`src/ppm_cfg.svh`:
```
// constants for the power-management and configuration loader block
`ifndef PPM_CFG_SVH
`define PPM_CFG_SVH
// register offsets in configuration space
`define PPM_OFS_CAP    8'h40
`define PPM_OFS_CSR    8'h44
`define PPM_OFS_USER   8'h48
// capability word fields
`define PPM_PME_SUP    5'h08
`define PPM_PME_CLK    1'h1
`define PPM_PM_VER     3'h2
`define PPM_NEXT_PTR   8'h00
`define PPM_CAP_ID     8'h01
// control/status field positions
`define PPM_PS_HI      1
`define PPM_PS_LO      0
`define PPM_PME_EN_BIT 8
`define PPM_PME_ST_BIT 15
// power-state encodings
`define PPM_PS_D0      2'h0
`define PPM_PS_D3      2'h3
// reset values
`define PPM_CLASS_RST  24'h070002
`define PPM_USER_RST   32'h00000000
// eeprom organisation and read command
`define PPM_EE_WORDS   3'h7
`define PPM_EE_OP_RD   2'h2
`define PPM_EE_BITS    5'd25
`define PPM_EE_W_VEN   3'h0
`define PPM_EE_W_DEV   3'h1
`define PPM_EE_W_CLO   3'h2
`define PPM_EE_W_CHI   3'h3
`define PPM_EE_W_SVEN  3'h4
`define PPM_EE_W_SID   3'h5
`define PPM_EE_W_ULO   3'h6
`define PPM_EE_W_UHI   3'h7
// timing
`define PPM_CLK_NS     50
`define PPM_WAKE_NS    500
`define PPM_WAKE_CYC   ((`PPM_WAKE_NS + `PPM_CLK_NS - 1) / `PPM_CLK_NS)
`define PPM_LOAD_MAX   65536
`define PPM_SYNC_CYC   2'h2
`endif

```
`src/ppm_pkg.sv`:
```
// types shared by the power-management block
package ppm_pkg;
  typedef enum logic [5:0] {
    PPM_ST_STRAP = 6'b000001,
    PPM_ST_LOAD  = 6'b000010,
    PPM_ST_D0U   = 6'b000100,
    PPM_ST_D0A   = 6'b001000,
    PPM_ST_D3    = 6'b010000,
    PPM_ST_WAKE  = 6'b100000
  } ppm_state_t;
  typedef enum logic [2:0] {
    PPM_EE_IDLE  = 3'b001,
    PPM_EE_SHIFT = 3'b010,
    PPM_EE_GAP   = 3'b100
  } ppm_ee_state_t;
endpackage : ppm_pkg

```
`src/ppm_ee_rd.sv`:
```
// serial eeprom word reader, three-wire read of one 16-bit word
`timescale 1ns/10ps
`include "ppm_cfg.svh"
// keep SK_HALF at three or more: data-in reaches the shifter two clocks late
module ppm_ee_rd import ppm_pkg::*; #(
  parameter logic [7:0] SK_HALF = 8'h08
) (
  input  wire logic        sys_clk_i,
  input  wire logic        rst_n_i,
  input  wire logic        start_i,
  input  wire logic [5:0]  addr_i,
  output logic             done_o,
  output logic [15:0]      data_o,
  output logic             ee_cs_o,
  output logic             ee_sk_o,
  output logic             ee_di_o,
  input  wire logic        ee_do_i
);
  ppm_ee_state_t st, next_st;
  logic [7:0]  div, next_div;
  logic        sk, next_sk;
  logic        cs, next_cs;
  logic        done, next_done;
  logic [4:0]  nbit, next_nbit;
  logic [8:0]  sh_o, next_sh_o;
  logic [15:0] sh_i, next_sh_i;
  logic        do_m, do_s;

  assign done_o  = done;
  assign data_o  = sh_i;
  assign ee_cs_o = cs;
  assign ee_sk_o = sk;
  assign ee_di_o = sh_o[8];

  // next-value logic of the serial sequencer
  always_comb begin
    next_st   = st;
    next_div  = div;
    next_sk   = sk;
    next_cs   = cs;
    next_done = 1'b0;
    next_nbit = nbit;
    next_sh_o = sh_o;
    next_sh_i = sh_i;
    unique case (st)
      PPM_EE_IDLE: begin
        if (start_i) begin
          next_st   = PPM_EE_SHIFT;
          next_cs   = 1'b1;
          next_sh_o = {1'b1, `PPM_EE_OP_RD, addr_i};
          next_nbit = `PPM_EE_BITS;
          next_div  = 8'h00;
          next_sk   = 1'b0;
        end
      end
      PPM_EE_SHIFT: begin
        if (div == SK_HALF - 8'h01) begin
          next_div = 8'h00;
          next_sk  = ~sk;
          if (sk) begin
            next_sh_i = {sh_i[14:0], do_s};
            next_sh_o = {sh_o[7:0], 1'b0};
            next_nbit = nbit - 5'd1;
            if (nbit == 5'd1) begin
              next_st = PPM_EE_GAP;
              next_cs = 1'b0;
            end
          end
        end else begin
          next_div = div + 8'h01;
        end
      end
      PPM_EE_GAP: begin
        // chip select stays low for at least one half period between words
        if (div == SK_HALF - 8'h01) begin
          next_div  = 8'h00;
          next_done = 1'b1;
          next_st   = PPM_EE_IDLE;
        end else begin
          next_div = div + 8'h01;
        end
      end
    endcase
  end

  // registers of the sequencer and the data-in synchroniser
  always_ff @(posedge sys_clk_i) begin
    if (!rst_n_i) begin
      st   <= PPM_EE_IDLE;
      div  <= 8'h00;
      sk   <= 1'b0;
      cs   <= 1'b0;
      done <= 1'b0;
      nbit <= 5'd0;
      sh_o <= 9'h000;
      sh_i <= 16'h0000;
      do_m <= 1'b0;
      do_s <= 1'b0;
    end else begin
      st   <= next_st;
      div  <= next_div;
      sk   <= next_sk;
      cs   <= next_cs;
      done <= next_done;
      nbit <= next_nbit;
      sh_o <= next_sh_o;
      sh_i <= next_sh_i;
      do_m <= ee_do_i;
      do_s <= do_m;
    end
  end
endmodule : ppm_ee_rd

```
`src/ppm_pm_top.sv`:
```
// power-management registers, power states, wake events, eeprom loader
`timescale 1ns/10ps
`include "ppm_cfg.svh"
// Summary of operation
// - power registers are two dwords starting at configuration offset 0x40.
// - capability word reads fixed id, pointer, version and event support.
// - control/status holds power state, event enable, write-one-clear status.
// - data and bridge-extension bytes always read zero.
// - states D0, D3hot, D3cold; event only from D3hot with clock.
// - entering D0 from reset gives uninitialised, software init gives active.
// - active state answers all transactions and may interrupt.
// - D3hot answers configuration only, no memory answer, no interrupt.
// - receive and flow control keep running in D3hot.
// - in D3hot, enabled event on start bit or modem delta bit.
// - event status set on wake event even when not enabled.
// - D3hot to D0 gives active state with context kept.
// - bus drivers stay off during the D3hot to D0 transition.
// - power loss loses context; reset returns everything to defaults.
// - user word at 0x48, reset zero, eeprom-loaded, bus read-only.
// - eeprom is read as 16-bit words.
// - load only when chip-select pin samples high at reset release.
// - download ends within 2^16 clocks of reset release.
// - eeprom words 0..7 map to ids, class, subsystem, user word.
// - class word keeps only its upper byte; revision stays fixed.
module ppm_pm_top import ppm_pkg::*; #(
  parameter int          LOAD_LIMIT = `PPM_LOAD_MAX,
  parameter logic [7:0]  SK_HALF    = 8'h08,
  parameter logic [15:0] VEN_DEF    = 16'h5a5a, // arbitrary value
  parameter logic [15:0] DEV_DEF    = 16'ha5a5  // arbitrary value
) (
  input  wire logic        sys_clk_i,
  input  wire logic        rst_n_i,
  input  wire logic        cfg_sel_i,
  input  wire logic        cfg_wr_i,
  input  wire logic [7:0]  cfg_addr_i,
  input  wire logic [3:0]  cfg_be_i,
  input  wire logic [31:0] cfg_wdata_i,
  output logic [31:0]      cfg_rdata_o,
  output logic             cfg_ack_o,
  output logic             cfg_retry_o,
  input  wire logic        mem_sel_i,
  output logic             mem_ack_o,
  input  wire logic        mem_enable_i,
  input  wire logic        uart_irq_i,
  output logic             inta_n_o,
  output logic             pci_drv_en_o,
  output logic             rx_run_o,
  input  wire logic [3:0]  rx_pin_i,
  input  wire logic [15:0] msr_delta_i,
  output logic             pme_out_o,
  output logic             pme_oe_o,
  output logic [1:0]       power_state_o,
  output logic [15:0]      vendor_id_o,
  output logic [15:0]      device_id_o,
  output logic [23:0]      class_code_o,
  output logic [15:0]      subsys_ven_o,
  output logic [15:0]      subsys_id_o,
  input  wire logic        eeprom_chip_select_i,
  output logic             eeprom_chip_select_o,
  output logic             eeprom_chip_select_oe_o,
  output logic             ee_sk_o,
  output logic             ee_di_o,
  input  wire logic        ee_do_i
);
  localparam logic [16:0] LOAD_END = 17'(LOAD_LIMIT - 1);
  localparam logic [7:0]  WAKE_END = 8'(`PPM_WAKE_CYC - 1);

  ppm_state_t  st, next_st;
  logic [1:0]  ps, next_ps;
  logic        pme_en, next_pme_en;
  logic        pme_st, next_pme_st;
  logic        pme_oe, next_pme_oe;
  logic [31:0] user_w, next_user_w;
  logic [15:0] ven, next_ven;
  logic [15:0] dev, next_dev;
  logic [23:0] cls, next_cls;
  logic [15:0] sven, next_sven;
  logic [15:0] sid, next_sid;
  logic [2:0]  widx, next_widx;
  logic        ee_go, next_ee_go;
  logic        ee_busy, next_ee_busy;
  logic [16:0] lcnt, next_lcnt;
  logic [7:0]  wcnt, next_wcnt;
  logic [1:0]  scnt, next_scnt;
  logic [31:0] rdata, next_rdata;
  logic        ack, next_ack;
  logic        retry, next_retry;
  logic        mack, next_mack;
  logic        inta_n, next_inta_n;
  logic        drv_en, next_drv_en;
  logic [3:0]  rx_m, rx_s, rx_d;
  logic        cs_m, cs_s;
  logic [15:0] msr_d;
  logic        ee_done, ee_cs;
  logic [15:0] ee_data;
  logic        wake_evt;
  logic        csr_wr;

  // write of one supported power-state code through byte lane 0
  function automatic logic ps_req(input logic wr, input logic [3:0] be,
                                  input logic [1:0] v, input logic [1:0] w);
    ps_req = wr && be[0] && (v == w);
  endfunction : ps_req

  ppm_ee_rd #(
    .SK_HALF (SK_HALF)
  ) u_ee (
    .sys_clk_i (sys_clk_i),
    .rst_n_i   (rst_n_i),
    .start_i   (ee_go),
    .addr_i    ({3'h0, widx}),
    .done_o    (ee_done),
    .data_o    (ee_data),
    .ee_cs_o   (ee_cs),
    .ee_sk_o   (ee_sk_o),
    .ee_di_o   (ee_di_o),
    .ee_do_i   (ee_do_i)
  );

  assign eeprom_chip_select_o    = ee_cs;
  assign eeprom_chip_select_oe_o = ee_busy;

  // start bit or modem delta detection
  assign wake_evt = (|(rx_d & ~rx_s)) || (|(msr_delta_i & ~msr_d));
  assign csr_wr   = cfg_sel_i && cfg_wr_i && (cfg_addr_i == `PPM_OFS_CSR);

  // power-state sequencing and loader control
  always_comb begin
    next_st      = st;
    next_ps      = ps;
    next_widx    = widx;
    next_ee_go   = 1'b0;
    next_ee_busy = ee_busy;
    next_lcnt    = lcnt;
    next_wcnt    = 8'h00;
    next_scnt    = scnt;
    next_ven     = ven;
    next_dev     = dev;
    next_cls     = cls;
    next_sven    = sven;
    next_sid     = sid;
    next_user_w  = user_w;
    // budget counted from reset release, strap cycles included
    next_lcnt = lcnt + 17'd1;
    unique case (st)
      PPM_ST_STRAP: begin
        // strap sampled after the synchroniser settles
        next_scnt = scnt + 2'h1;
        if (scnt == `PPM_SYNC_CYC) begin
          next_st = cs_s ? PPM_ST_LOAD : PPM_ST_D0U;
        end
      end
      PPM_ST_LOAD: begin
        if (!ee_busy) begin
          next_ee_go   = 1'b1;
          next_ee_busy = 1'b1;
        end
        if (ee_done) begin
          next_ee_busy = 1'b0;
          next_widx    = widx + 3'h1;
          unique case (widx)
            `PPM_EE_W_VEN:  next_ven = ee_data;
            `PPM_EE_W_DEV:  next_dev = ee_data;
            // only the upper byte is used
            `PPM_EE_W_CLO:  next_cls[7:0] = ee_data[15:8];
            `PPM_EE_W_CHI:  next_cls[23:8] = ee_data;
            `PPM_EE_W_SVEN: next_sven = ee_data;
            `PPM_EE_W_SID:  next_sid = ee_data;
            // user word loaded only from the eeprom
            `PPM_EE_W_ULO:  next_user_w[15:0] = ee_data;
            `PPM_EE_W_UHI:  next_user_w[31:16] = ee_data;
          endcase
          if (widx == `PPM_EE_WORDS) begin
            next_st = PPM_ST_D0U;
          end
        end
        // give up at the clock budget
        if (lcnt == LOAD_END) begin
          next_st      = PPM_ST_D0U;
          next_ee_busy = 1'b0;
        end
      end
      PPM_ST_D0U: begin
        if (mem_enable_i) begin
          next_st = PPM_ST_D0A;
        end
        if (ps_req(csr_wr, cfg_be_i, cfg_wdata_i[1:0], `PPM_PS_D3)) begin
          next_st = PPM_ST_D3;
          next_ps = `PPM_PS_D3;
        end
      end
      PPM_ST_D0A: begin
        if (ps_req(csr_wr, cfg_be_i, cfg_wdata_i[1:0], `PPM_PS_D3)) begin
          next_st = PPM_ST_D3;
          next_ps = `PPM_PS_D3;
        end
      end
      PPM_ST_D3: begin
        if (ps_req(csr_wr, cfg_be_i, cfg_wdata_i[1:0], `PPM_PS_D0)) begin
          next_st = PPM_ST_WAKE;
          next_ps = `PPM_PS_D0;
        end
      end
      PPM_ST_WAKE: begin
        next_wcnt = wcnt + 8'h01;
        if (wcnt == WAKE_END) begin
          next_st = PPM_ST_D0A;
        end
      end
    endcase
  end

  always_ff @(posedge sys_clk_i) begin
    if (!rst_n_i) begin
      st      <= PPM_ST_STRAP;
      ps      <= `PPM_PS_D0;
      widx    <= 3'h0;
      ee_go   <= 1'b0;
      ee_busy <= 1'b0;
      lcnt    <= 17'd0;
      wcnt    <= 8'h00;
      scnt    <= 2'h0;
      ven     <= VEN_DEF;
      dev     <= DEV_DEF;
      cls     <= `PPM_CLASS_RST;
      sven    <= 16'h0000;
      sid     <= 16'h0000;
      user_w  <= `PPM_USER_RST;
    end else begin
      st      <= next_st;
      ps      <= next_ps;
      widx    <= next_widx;
      ee_go   <= next_ee_go;
      ee_busy <= next_ee_busy;
      lcnt    <= next_lcnt;
      wcnt    <= next_wcnt;
      scnt    <= next_scnt;
      ven     <= next_ven;
      dev     <= next_dev;
      cls     <= next_cls;
      sven    <= next_sven;
      sid     <= next_sid;
      user_w  <= next_user_w;
    end
  end

  // configuration answers, event flags and gated outputs
  always_comb begin
    next_pme_en = pme_en;
    next_pme_st = pme_st;
    next_rdata  = rdata;
    next_ack    = 1'b0;
    next_retry  = 1'b0;
    if (csr_wr && cfg_be_i[1] && st != PPM_ST_LOAD && st != PPM_ST_STRAP) begin
      next_pme_en = cfg_wdata_i[`PPM_PME_EN_BIT];
    end
    if (csr_wr && cfg_be_i[1] && cfg_wdata_i[`PPM_PME_ST_BIT]) begin
      next_pme_st = 1'b0;
    end
    // set wins over clear, enable not needed
    if (st == PPM_ST_D3 && wake_evt) begin
      next_pme_st = 1'b1;
    end
    if (cfg_sel_i) begin
      if (st == PPM_ST_STRAP || st == PPM_ST_LOAD) begin
        next_retry = 1'b1;                   // busy loading, retry later
      end else begin
        next_ack   = 1'b1;
        next_rdata = 32'h00000000;
        if (!cfg_wr_i) begin
          unique case (cfg_addr_i)
            `PPM_OFS_CAP: next_rdata = {`PPM_PME_SUP, 7'h00, `PPM_PME_CLK,
                                        `PPM_PM_VER, `PPM_NEXT_PTR,
                                        `PPM_CAP_ID};
            `PPM_OFS_CSR: next_rdata = {16'h0000, pme_st, 6'h00, pme_en,
                                        6'h00, ps};
            `PPM_OFS_USER: next_rdata = user_w;
            default:      next_rdata = 32'h00000000;
          endcase
        end
      end
    end
    // event drives only from D3hot when enabled
    next_pme_oe = (st == PPM_ST_D3) && pme_en && next_pme_st;
    // memory answers and interrupt only when active
    next_mack   = mem_sel_i && (st == PPM_ST_D0A);
    next_inta_n = !(uart_irq_i && st == PPM_ST_D0A);
    // drivers off through the wake transition
    next_drv_en = (next_st != PPM_ST_WAKE);
  end

  // registered outputs and input synchronisers
  always_ff @(posedge sys_clk_i) begin
    if (!rst_n_i) begin
      pme_en   <= 1'b0;
      pme_st   <= 1'b0;
      pme_oe   <= 1'b0;
      rdata    <= 32'h00000000;
      ack      <= 1'b0;
      retry    <= 1'b0;
      mack     <= 1'b0;
      inta_n   <= 1'b1;
      drv_en   <= 1'b1;
      rx_m     <= 4'hf;
      rx_s     <= 4'hf;
      rx_d     <= 4'hf;
      cs_m     <= 1'b0;
      cs_s     <= 1'b0;
      msr_d    <= 16'h0000;
    end else begin
      pme_en   <= next_pme_en;
      pme_st   <= next_pme_st;
      pme_oe   <= next_pme_oe;
      rdata    <= next_rdata;
      ack      <= next_ack;
      retry    <= next_retry;
      mack     <= next_mack;
      inta_n   <= next_inta_n;
      drv_en   <= next_drv_en;
      rx_m     <= rx_pin_i;
      rx_s     <= rx_m;
      rx_d     <= rx_s;
      cs_m     <= eeprom_chip_select_i;
      cs_s     <= cs_m;
      msr_d    <= msr_delta_i;
    end
  end

  // receive path never stopped by the power state
  assign rx_run_o      = 1'b1;
  assign cfg_rdata_o   = rdata;
  assign cfg_ack_o     = ack;
  assign cfg_retry_o   = retry;
  assign mem_ack_o     = mack;
  assign inta_n_o      = inta_n;
  assign pci_drv_en_o  = drv_en;
  assign pme_out_o     = 1'b0;                // open drain, pulls low only
  assign pme_oe_o      = pme_oe;
  assign power_state_o = ps;
  assign vendor_id_o   = ven;
  assign device_id_o   = dev;
  assign class_code_o  = cls;
  assign subsys_ven_o  = sven;
  assign subsys_id_o   = sid;
endmodule : ppm_pm_top

```
`config.mk`:
```
export PLATFORM = sky130hd
export DESIGN_NAME = ppm_pm_top
export DESIGN_NICKNAME = d
export VERILOG_FILES = /design/src/ppm_pkg.sv /design/src/ppm_ee_rd.sv /design/src/ppm_pm_top.sv
export VERILOG_INCLUDE_DIRS = /design/src /design/src/src
export SDC_FILE = /design/constraint.sdc
export NUM_CORES = 1
export LEC_CHECK = 0
export BUFFER_PORTS_ARGS = -buffer_cell sky130_fd_sc_hd__buf_2
export CORE_MARGIN = 2
export CORE_UTILIZATION = 59
export DETAILED_ROUTE_END_ITERATION = 8
export PLACE_DENSITY = 0.85
export SLEW_MARGIN = 15
export SYNTH_ARGS = -nofsm -noshare
export SYNTH_HDL_FRONTEND = slang
export SYNTH_SLANG_ARGS = --single-unit
```
`constraint.sdc`:
```
create_clock -name sys_clk_i -period 5.7 [get_ports sys_clk_i]
set_input_delay 1.425 -clock sys_clk_i [delete_from_list [all_inputs] [get_ports sys_clk_i]]
set_output_delay 1.425 -clock sys_clk_i [all_outputs]
set_load 0.02 [all_outputs]
```
==> impl_metrics.env, run 1 <==
export IMPL_reg2reg_depth=7
export IMPL_peakVddDrop_mv=0.236
export IMPL_wl_per_cell_um=16.1
export IMPL_ys_ff_latch=275
export IMPL_crit_fanout=27
export IMPL_clock_sinks=275
export IMPL_reg2reg_slack_ns=2.88
export IMPL_rows=49
export IMPL_ys_types=71
export IMPL_fp_dieW_um=138
export IMPL_synth_cells=1246
export IMPL_fin_skew_ns=0.0106
export IMPL_wl_mm=26.0
export IMPL_postCtsHoldBufs=0
export IMPL_grt_start_max_net_pins=124
export IMPL_grtUsageTotal_pct=26.1
export IMPL_run_status="finished clean"
export IMPL_area_growth_pct=15.6
export IMPL_cts_htree_levels=1
export IMPL_period_share_pct=54.2
export IMPL_die_area_um2=19100
export IMPL_timing_slew_headroom_pct=37.0
export IMPL_finalPower_w=0.00399
export IMPL_nFillCells=1363
export IMPL_hold_path_class="reg2reg"
export IMPL_power_leakage_nw=4.82
export IMPL_hold_end="rx_s[2]"
export IMPL_antenna_cells=0
export IMPL_antenna_found_initial=0
export IMPL_final_common_cell="nand2_1"
export IMPL_cts_resized=0
export IMPL_synth_nets=1333
export IMPL_layout_drive_gt1_share_pct=20.4
export IMPL_root_buffer="clkbuf_16"
export IMPL_vias=8988
export IMPL_cts_buffers=27
export IMPL_arrival_ns=3.53
export IMPL_rsz0062_at_grt="false"
export IMPL_endpoint_kind="flip-flop"
export IMPL_fmax_ghz=0.323
export IMPL_r2r_start="u_ee.div[0]"
export IMPL_grt_pass1_vias=8347
export IMPL_synth_ff_type="dfxtp_1"
export IMPL_clock_latency_ns=0.52
export IMPL_synth_top_area_cell="dfxtp_1"
export IMPL_setup_viol=0
export IMPL_drc=0
export IMPL_fin_nets=1455
export IMPL_start_util_pct=59.6
export IMPL_viasPerCell=5.57
export IMPL_synth_top_area_share_pct=51.8
export IMPL_synth_edf_count=0
export IMPL_core_area_um2=17800
export IMPL_hp_start="rx_m[2]"
export IMPL_maxCapViolCount=0
export IMPL_fin_crit_ns=3.09
export IMPL_grt_pass1_wl_mm=41.8
export IMPL_netlist_area_um2=10600
export IMPL_fp_dieH_um=138
export IMPL_clock_path_buffers=3
export IMPL_synth_area_leaders="dfxtp_1 52%, nand2_1 11%, a21oi_1 6.8%"
export IMPL_cts_setup_buffers=0
export IMPL_async_flop_share_pct=0
export IMPL_fin_setup_tns_ns=0
export IMPL_ant_nets=0
export IMPL_slew_violations=0
export IMPL_cp_required_ns=6.14
export IMPL_io_pins=207
export IMPL_grt_remaining_overflow=0
export IMPL_portBuffers=174
export IMPL_clk_pin_slew_ns=0.06
export IMPL_critPathLaunchType="input pin"
export IMPL_holdPathStages=1
export IMPL_worst_pin_slew_ns=0.945
export IMPL_cts_tree="done"
export IMPL_avgSynthCellArea_um2=8.54
export IMPL_power_density_nw_per_um2=324
export IMPL_yosysWarnings=0
export IMPL_drt_initial_drc_count=645
export IMPL_critical_path_class="in2reg"
export IMPL_worstReg2RegEnd="u_ee.sh_o[1]"
export IMPL_first_pass_iters=5
export IMPL_hpwl_mm=16.5
export IMPL_layout_common_cells="303 x nand2_1, 275 x dfxtp_1, 174 x buf_2"
export IMPL_gp_congestion=0.822
export IMPL_hold_viol_final=0
export IMPL_yosysSeqAreaShare_pct=51.8
[cell type report]
cell class                      count  area, um2  area share [%]
Multi-Input combinational cell    846       4550            37.0
Clock inverter                      7       92.6           0.753
Timing Repair Buffer              181        923            7.51
Tap cell                          229        287            2.33
Inverter                           37        144            1.17
Sequential cell                   275       5510            44.8
Clock buffer                       39        801            6.51
[power by group]
part / internal [W] / total [W] / switching (W)
Clock: 0.00106 / 0.00177 / 0.000707
Combinational: 0.0000865 / 0.000248 / 0.000162
Sequential: 0.00195 / 0.00198 / 0.0000233
[worst max-delay path by stage]
stage                       start               to  slack [ns]
floorplan           cfg_addr_i[1]  cfg_rdata_o[12]        2.53
global placement    cfg_addr_i[1]  cfg_rdata_o[15]        2.12
detailed placement  cfg_addr_i[1]  cfg_rdata_o[15]        2.09
CTS                 cfg_addr_i[1]  cfg_rdata_o[15]        2.62
global route              rst_n_i     pci_drv_en_o        2.50
finish              cfg_addr_i[1]   cfg_rdata_o[8]        2.61
[critical path, cell delays in order]
cell	delay [ns]
buf_2	0.10
or4_4	0.52
or3_4	0.37
or3_4	0.39
nor2_8	0.46
nand2_1	0.11
a21oi_1	0.15
[cells in the mapped netlist (all sizes together) (13+ instances only)]
library cell	count
nand3	51
nand2	304
a22oi	30
dfxtp	275
a21oi	145
ha	14
nor3	13
inv	37
nor2	104
clkbuf	68
xor2	18
nand2b	23
buf	19
and2	20
[per-stage QoR]
step	hold WS [ns]	cells	instance area, um2	util [%]	setup slack, ns
after floorplan	0.386	1246	10600	-	2.53
after global placement	0.391	1568	11400	63.9	2.12
after detailed placement	0.397	1568	11400	63.9	2.09
after CTS	0.411	1614	12300	68.9	2.62
after global routing	0.420	1614	12300	68.9	2.50
final	0.407	1614	12300	68.9	2.61
[flip-flops by register name (all words and copies together) (netlist names), 5 cells and up]
register and flops:
user_w 32, vendor_id_o 16, subsys_ven_o 16, msr_d 16
st 6, cfg_rdata_o 32, wcnt 8, class_code_o 24
lcnt 17, u_ee.sh_o 9, u_ee.div 8, subsys_id_o 16
device_id_o 16, u_ee.nbit 5, u_ee.data_o 16
[cell families after synthesis]
kind of cell | share of synthesized area, %
AO/OA/AOI/OAI | 13.1
XOR/XNOR | 2.39
adder cells (fa/ha/maj) | 1.65
buffers and inverters | 5.56
flip-flops | 51.8
multiplexers | 0.188
other | 0.0706
AND/OR/NAND/NOR | 25.3
[layer usage]
layer  routed length, um  vias up  GRT usage [%]
li1                    -     4366              -
met1               10600     4186           34.0
met2               12500      358           43.5
met3                1790       78           3.64
met4                1090        0           11.8
met5                   0        -              0
(Power assumes the default switching activity.)
==> run 2: changes to the inputs <==
--- a/config.mk
+++ b/config.mk
@@ -6,11 +6,12 @@
 export SDC_FILE = /design/constraint.sdc
 export NUM_CORES = 1
 export LEC_CHECK = 0
+export ABC_AREA = 1
 export BUFFER_PORTS_ARGS = -buffer_cell sky130_fd_sc_hd__buf_2
 export CORE_MARGIN = 2
-export CORE_UTILIZATION = 59
+export CORE_UTILIZATION = 49
 export DETAILED_ROUTE_END_ITERATION = 8
-export PLACE_DENSITY = 0.85
+export PLACE_DENSITY = 0.76
 export SLEW_MARGIN = 15
 export SYNTH_ARGS = -nofsm -noshare
 export SYNTH_HDL_FRONTEND = slang
==> constraint.sdc (replaced) <==
create_clock -name sys_clk_i -period 2.8 [get_ports sys_clk_i]
set_input_delay 0.7 -clock sys_clk_i [delete_from_list [all_inputs] [get_ports sys_clk_i]]
set_output_delay 0.7 -clock sys_clk_i [all_outputs]
set_load 0.02 [all_outputs]
==> run 2 against run 1 <==
Critical path depth rose by 8; register-to-register slack lost 2.5 ns; routed wire length decreased by 0.35%; flip-flop and latch count did not move; worst hold slack got worse by 0.054 ns; critical path type is now reg2reg; critical endpoint is now st[2]; largest power group unchanged.
==> impl_metrics.env, run 2 <==
export IMPL_peakVddDrop_mv=0.459
export IMPL_internal_power_w=0.00656
export IMPL_grt_pass1_wl_mm=40.6
export IMPL_fp_dieH_um=151
export IMPL_arrival_ns=2.88
export IMPL_synth_cells=1367
export IMPL_wl_mm=25.9
export IMPL_endpoint_kind="flip-flop"
export IMPL_swShare_pct=24.8
export IMPL_critical_path_class="reg2reg"
export IMPL_gr_max_usage_layer="met2"
export IMPL_clock_latency_ns=0.55
export IMPL_area_growth_pct=18.0
export IMPL_die_area_um2=22700
export IMPL_nFillCells=1929
export IMPL_root_buffer="clkbuf_16"
export IMPL_synth_top_area_cell="dfxtp_1"
export IMPL_switching_power_w=0.00217
export IMPL_clock_path_buffers=3
export IMPL_critPathLaunchType="flip-flop"
export IMPL_fin_skew_ns=0.0228
export IMPL_grtUsageMet2_pct=37.9
export IMPL_cts_tree="done"
export IMPL_rsz0062_at_grt="false"
export IMPL_cts_htree_levels=1
export IMPL_setup_viol=0
export IMPL_path_cells="ha_1 -> nand2_1 -> nor2_1 -> nand3_1 -> or2_2 -> nor2_1 -> nand3_1 -> nor2_1 -> ha_1 -> inv_1 -> a21oi_1 -> a21oi_1 -> o21ai_0 -> nand2_1 -> inv_1"
export IMPL_yosysWarnings=0
export IMPL_avgSynthCellArea_um2=7.72
export IMPL_ys_types=44
export IMPL_fin_nets=1597
export IMPL_worst_path_max_delay_cell="dfxtp_1"
export IMPL_crit_top_cell="nor2_1"
export IMPL_postCtsHoldBufs=0
export IMPL_cp_required_ns=3.27
export IMPL_grtUsageMet1_pct=28.9
export IMPL_antenna_found_initial=0
export IMPL_start_util_pct=50.0
export IMPL_worst_pin_slew_ns=0.705
export IMPL_multi_input_area_um2=4230
export IMPL_rows=53
export IMPL_fin_crit_ns=2.41
export IMPL_synth_area_leaders="dfxtp_1 52%, nor2_1 9.3%, nand2_1 8.5%"
export IMPL_hold_viol_final=0
export IMPL_sequentialPowerShare_pct=47.2
export IMPL_async_flop_share_pct=0
export IMPL_drt_initial_drc_count=604
export IMPL_drc=0
export IMPL_viasPerCell=5.07
export IMPL_layout_common_cells="275 x dfxtp_1, 262 x nor2_1, 239 x nand2_1"
export IMPL_slew_violations=0
export IMPL_vias=9129
export IMPL_synth_most_common_cell="dfxtp_1"
export IMPL_first_pass_iters=7
export IMPL_clk_pin_slew_ns=0.06
export IMPL_gp_congestion=0.830
export IMPL_core_area_um2=21100
export IMPL_grtUsageMet3_pct=3.64
export IMPL_fmax_ghz=0.415
export IMPL_cts_setup_buffers=0
export IMPL_synth_ff_type="dfxtp_1"
export IMPL_finalPower_w=0.00873
export IMPL_period_share_pct=86.1
export IMPL_ant_nets=0
export IMPL_io_pins=207
export IMPL_ys_ff_latch=275
export IMPL_netlist_area_um2=10600
export IMPL_synth_nets=1454
export IMPL_p_clk_share_pct=42.3
export IMPL_run_status="finished clean"
export IMPL_power_frac_comb_pct=10.4
export IMPL_grt_remaining_overflow=0
export IMPL_portBuffers=174
export IMPL_maxCapViolCount=0
export IMPL_cts_buffers=28
export IMPL_grt_start_max_net_pins=88
export IMPL_final_seq_area_um2=5510
export IMPL_power_leakage_nw=5.55
export IMPL_cts_resized=0
export IMPL_layout_drive_gt1_share_pct=17.6
export IMPL_wl_per_cell_um=14.4
export IMPL_grtUsageTotal_pct=22.2
export IMPL_power_density_nw_per_um2=701
export IMPL_timing_slew_headroom_pct=52.6
export IMPL_max_stage_delay_ns=0.35
export IMPL_synth_top_area_share_pct=52.2
export IMPL_final_common_cell="dfxtp_1"
export IMPL_hpwl_mm=17.4
export IMPL_fin_setup_tns_ns=0
export IMPL_crit_fanout=5
export IMPL_clock_sinks=275
export IMPL_final_util_pct=59.1
export IMPL_hold_path_class="in2reg"
export IMPL_grt_pass1_vias=8215
export IMPL_antenna_cells=0
export IMPL_yosysSeqAreaShare_pct=52.2
export IMPL_yosys_top_cells_count="275 x dfxtp_1, 262 x nor2_1, 239 x nand2_1, 129 x o21ai_0, 112 x inv_1"
export IMPL_synth_edf_count=0
export IMPL_fp_dieW_um=151
[run 2: cell types whose count changed in the layout (fill, tap and decap cells not counted), moves of 23 or more]
cell      delta
nor2_1     +179
o21ai_0    +119
inv_1       +76
nand2_1     -64
a21oi_1     -60
nand2b_1    -23
[run 2: worst max-delay path, delay by kind of cell, from the launching register on]
family / cells / cell delay [ns]
flops: 1 / 0.35
fa+ha+maj: 2 / 0.37
simple gates: 8 / 1.28
compound gates: 3 / 0.24
buf+inv: 2 / 0.12
[run 2: worst paths after layout]
check / start / endpoint / slack (ns) / cells after the start
setup / recovery: lcnt[0] / st[2] / 0.39 / 15
hold / removal: eeprom_chip_select_i / cs_m / 0.35 / 3
setup reg to reg: lcnt[0] / st[2] / 0.39 / 15
hold reg to reg: rx_m[2] / rx_s[2] / 0.41 / 1
[run 2: layer usage]
| metal | vias up | part of all wire, % |
|---|---|---|
| met5 | - | 0 |
| met1 | 4210 | 45 |
| met2 | 220 | 47 |
| met4 | 0 | 3.0 |
| li1 | 4644 | - |
| met3 | 55 | 4.9 |
[run 2: cell families (layout without fill, tap and decap cells)]
| group | after synthesis | after routing | share of synthesized area, % |
|---|---|---|---|
| flip-flops | 275 | 275 | 52.2 |
| adder cells (fa/ha/maj) | 14 | 14 | 1.66 |
| AO/OA/AOI/OAI | 243 | 243 | 12.0 |
| XOR/XNOR | 7 | 7 | 0.581 |
| other | 2 | 2 | 0.0712 |
| buffers and inverters | 195 | 355 | 7.70 |
| AND/OR/NAND/NOR | 631 | 631 | 25.8 |
[run 2: metrics by stage]
stage               cell area [um2]  worst slack (ns)  instances  hold slack (ns)
floorplan                     10600             0.700       1367            0.390
finish                        12500             0.389       1802            0.353
global route                  12500            0.0965       1802            0.345
global placement              11500             0.446       1755            0.393
detailed placement            11500             0.405       1755            0.398
CTS                           12500             0.376       1802            0.334
[run 2: power groups by stage]
stage / clock network, W / registers [W] / logic (W)
final: 0.00370 / 0.00413 / 0.000911
after global routing: 0.00391 / 0.00414 / 0.00105
after CTS: 0.00375 / 0.00412 / 0.000906
after detailed placement: 0 / 0.00421 / 0.000902
after global placement: 0 / 0.00420 / 0.000882
after floorplan: 0 / 0.00421 / 0.000653
[run 2: cell type report]
| type | instances | share of cell area (%) |
|---|---|---|
| flip-flops and latches | 275 | 44.2 |
| inverters | 124 | 3.83 |
| multi-input cells | 897 | 34.0 |
| clock buffers | 39 | 6.28 |
| clock inverters | 8 | 1.01 |
| well taps | 275 | 2.76 |
| repair buffers | 184 | 7.92 |
==> run 3: changes to the inputs <==
--- a/config.mk
+++ b/config.mk
@@ -10,8 +10,10 @@
 export BUFFER_PORTS_ARGS = -buffer_cell sky130_fd_sc_hd__buf_2
 export CORE_MARGIN = 2
 export CORE_UTILIZATION = 49
+export CTS_CLUSTER_DIAMETER = 30
 export DETAILED_ROUTE_END_ITERATION = 8
 export PLACE_DENSITY = 0.76
+export RECOVER_POWER = 25
 export SLEW_MARGIN = 15
 export SYNTH_ARGS = -nofsm -noshare
 export SYNTH_HDL_FRONTEND = slang
==> run 3 against run 2 <==
Clock power rose by 48%; critical path depth decreased by 6; largest cell class unchanged; global-route usage rose by 0.62 points.
==> impl_metrics.env, run 3 (synthesized netlist as in run 2, its figures left out) <==
export IMPL_fmax_ghz=0.407
export IMPL_rows=53
export IMPL_clk_pin_slew_ns=0.05
export IMPL_layout_common_cells="275 x dfxtp_1, 263 x nor2_1, 240 x nand2_1"
export IMPL_arrival_ns=2.90
export IMPL_slew_violations=0
export IMPL_grt_pass1_wl_mm=41.4
export IMPL_hold_path_class="in2reg"
export IMPL_fp_dieH_um=151
export IMPL_nFillCells=1875
export IMPL_grt_remaining_overflow=0
export IMPL_vias=9245
export IMPL_final_common_cell="dfxtp_1"
export IMPL_holdPathStages=2
export IMPL_core_area_um2=21100
export IMPL_maxCapViolCount=0
export IMPL_cts_htree_levels=2
export IMPL_clock_path_buffers=3
export IMPL_clock_sinks=275
export IMPL_postCtsHoldBufs=0
export IMPL_timing_slew_headroom_pct=29.0
export IMPL_final_util_pct=61.7
export IMPL_cts_setup_buffers=0
export IMPL_path_cells="nor2_1 -> nand4_1 -> inv_1 -> nand2_1 -> inv_8 -> nand3_4 -> clkinv_2 -> nand2_1 -> a21oi_2"
export IMPL_worst_path_max_delay_cell="nand4_1"
export IMPL_reg2reg_depth=9
export IMPL_setup_viol=0
export IMPL_first_pass_iters=5
export IMPL_fin_crit_ns=2.46
export IMPL_antenna_found_initial=0
export IMPL_crit_top_cell="nand2_1"
export IMPL_ant_nets=0
export IMPL_hold_viol_final=0
export IMPL_layout_drive_gt1_share_pct=17.4
export IMPL_crit_fanout=17
export IMPL_period_share_pct=87.8
export IMPL_root_buffer="clkbuf_16"
export IMPL_io_pins=207
export IMPL_critPathLaunchType="flip-flop"
export IMPL_wl_per_cell_um=14.3
export IMPL_portBuffers=174
export IMPL_gp_congestion=0.830
export IMPL_rsz0062_at_grt="false"
export IMPL_fin_nets=1617
export IMPL_cp_required_ns=3.24
export IMPL_antenna_cells=0
export IMPL_viasPerCell=5.02
export IMPL_critical_path_class="reg2reg"
export IMPL_worst_pin_slew_ns=1.06
export IMPL_fin_skew_ns=0.0151
export IMPL_peakVddDrop_mv=0.478
export IMPL_cts_buffers=48
export IMPL_power_density_nw_per_um2=809
export IMPL_fin_setup_tns_ns=0
export IMPL_start_util_pct=50.0
export IMPL_area_growth_pct=23.4
export IMPL_clock_latency_ns=0.53
export IMPL_fp_dieW_um=151
export IMPL_drc=0
export IMPL_cts_tree="done"
export IMPL_hpwl_mm=17.4
export IMPL_run_status="finished clean"
export IMPL_endpoint_kind="flip-flop"
export IMPL_wl_mm=26.4
export IMPL_grtUsageTotal_pct=22.8
export IMPL_power_leakage_nw=5.71
export IMPL_multi_input_area_um2=4200
export IMPL_max_stage_delay_ns=0.42
export IMPL_grt_pass1_vias=8500
export IMPL_drt_initial_drc_count=471
export IMPL_grt_start_max_net_pins=88
export IMPL_die_area_um2=22700
export IMPL_final_seq_area_um2=5510
export IMPL_cts_resized=0
==> run 3: area by class of cell <==
type / instances / share of cell area (%)
Sequential cell: 275 / 42.3
Multi-Input combinational cell: 897 / 32.3
Clock buffer: 63 / 10.5
Timing Repair Buffer: 184 / 7.09
Inverter: 124 / 3.66
Tap cell: 275 / 2.64
Clock inverter: 23 / 1.53
==> run 3: worst max-delay path, delay by kind of cell (launching register included) <==
kind | cells | cell delay, ns
compound gates | 1 | 0.15
buf+inv | 3 | 0.67
flops | 1 | 0.33
simple gates | 5 | 1.21
==> run 3: through the flow <==
stage               hold slack, ns  area, um2  total power (W)  setup WS [ns]  std cells
floorplan                    0.390      10600          0.00486          0.700       1367
global placement             0.393      11500          0.00508          0.446       1755
detailed placement           0.398      11500          0.00511          0.405       1755
CTS                          0.350      13100           0.0106          0.371       1841
global route                 0.355      13000           0.0109          0.119       1841
finish                       0.368      13000           0.0105          0.342       1841
==> run 3: layer usage <==
| layer | global-route usage, % | share of wire (%) | vias to the layer above |
|---|---|---|---|
| met4 | 8.83 | 3.0 | 0 |
| li1 | - | - | 4714 |
| met3 | 5.27 | 6.2 | 60 |
| met2 | 38.7 | 47 | 262 |
| met5 | 0 | 0 | - |
| met1 | 28.2 | 44 | 4209 |
==> run 3: worst paths after layout <==
| path | from | to | slack (ns) |
|---|---|---|---|
| worst min register to register | rx_m[0] | rx_s[0] | 0.41 |
| worst max-delay path | st[3] | device_id_o[12] | 0.34 |
| worst max register to register | st[3] | device_id_o[12] | 0.34 |
| worst min-delay path | rx_pin_i[3] | rx_m[3] | 0.37 |
==> run 3: report_power, final <==
group	switching, W	total, W	internal [W]
sequential	0.0000820	0.00413	0.00405
clock	0.00188	0.00549	0.00361
combinational	0.000597	0.000902	0.000306
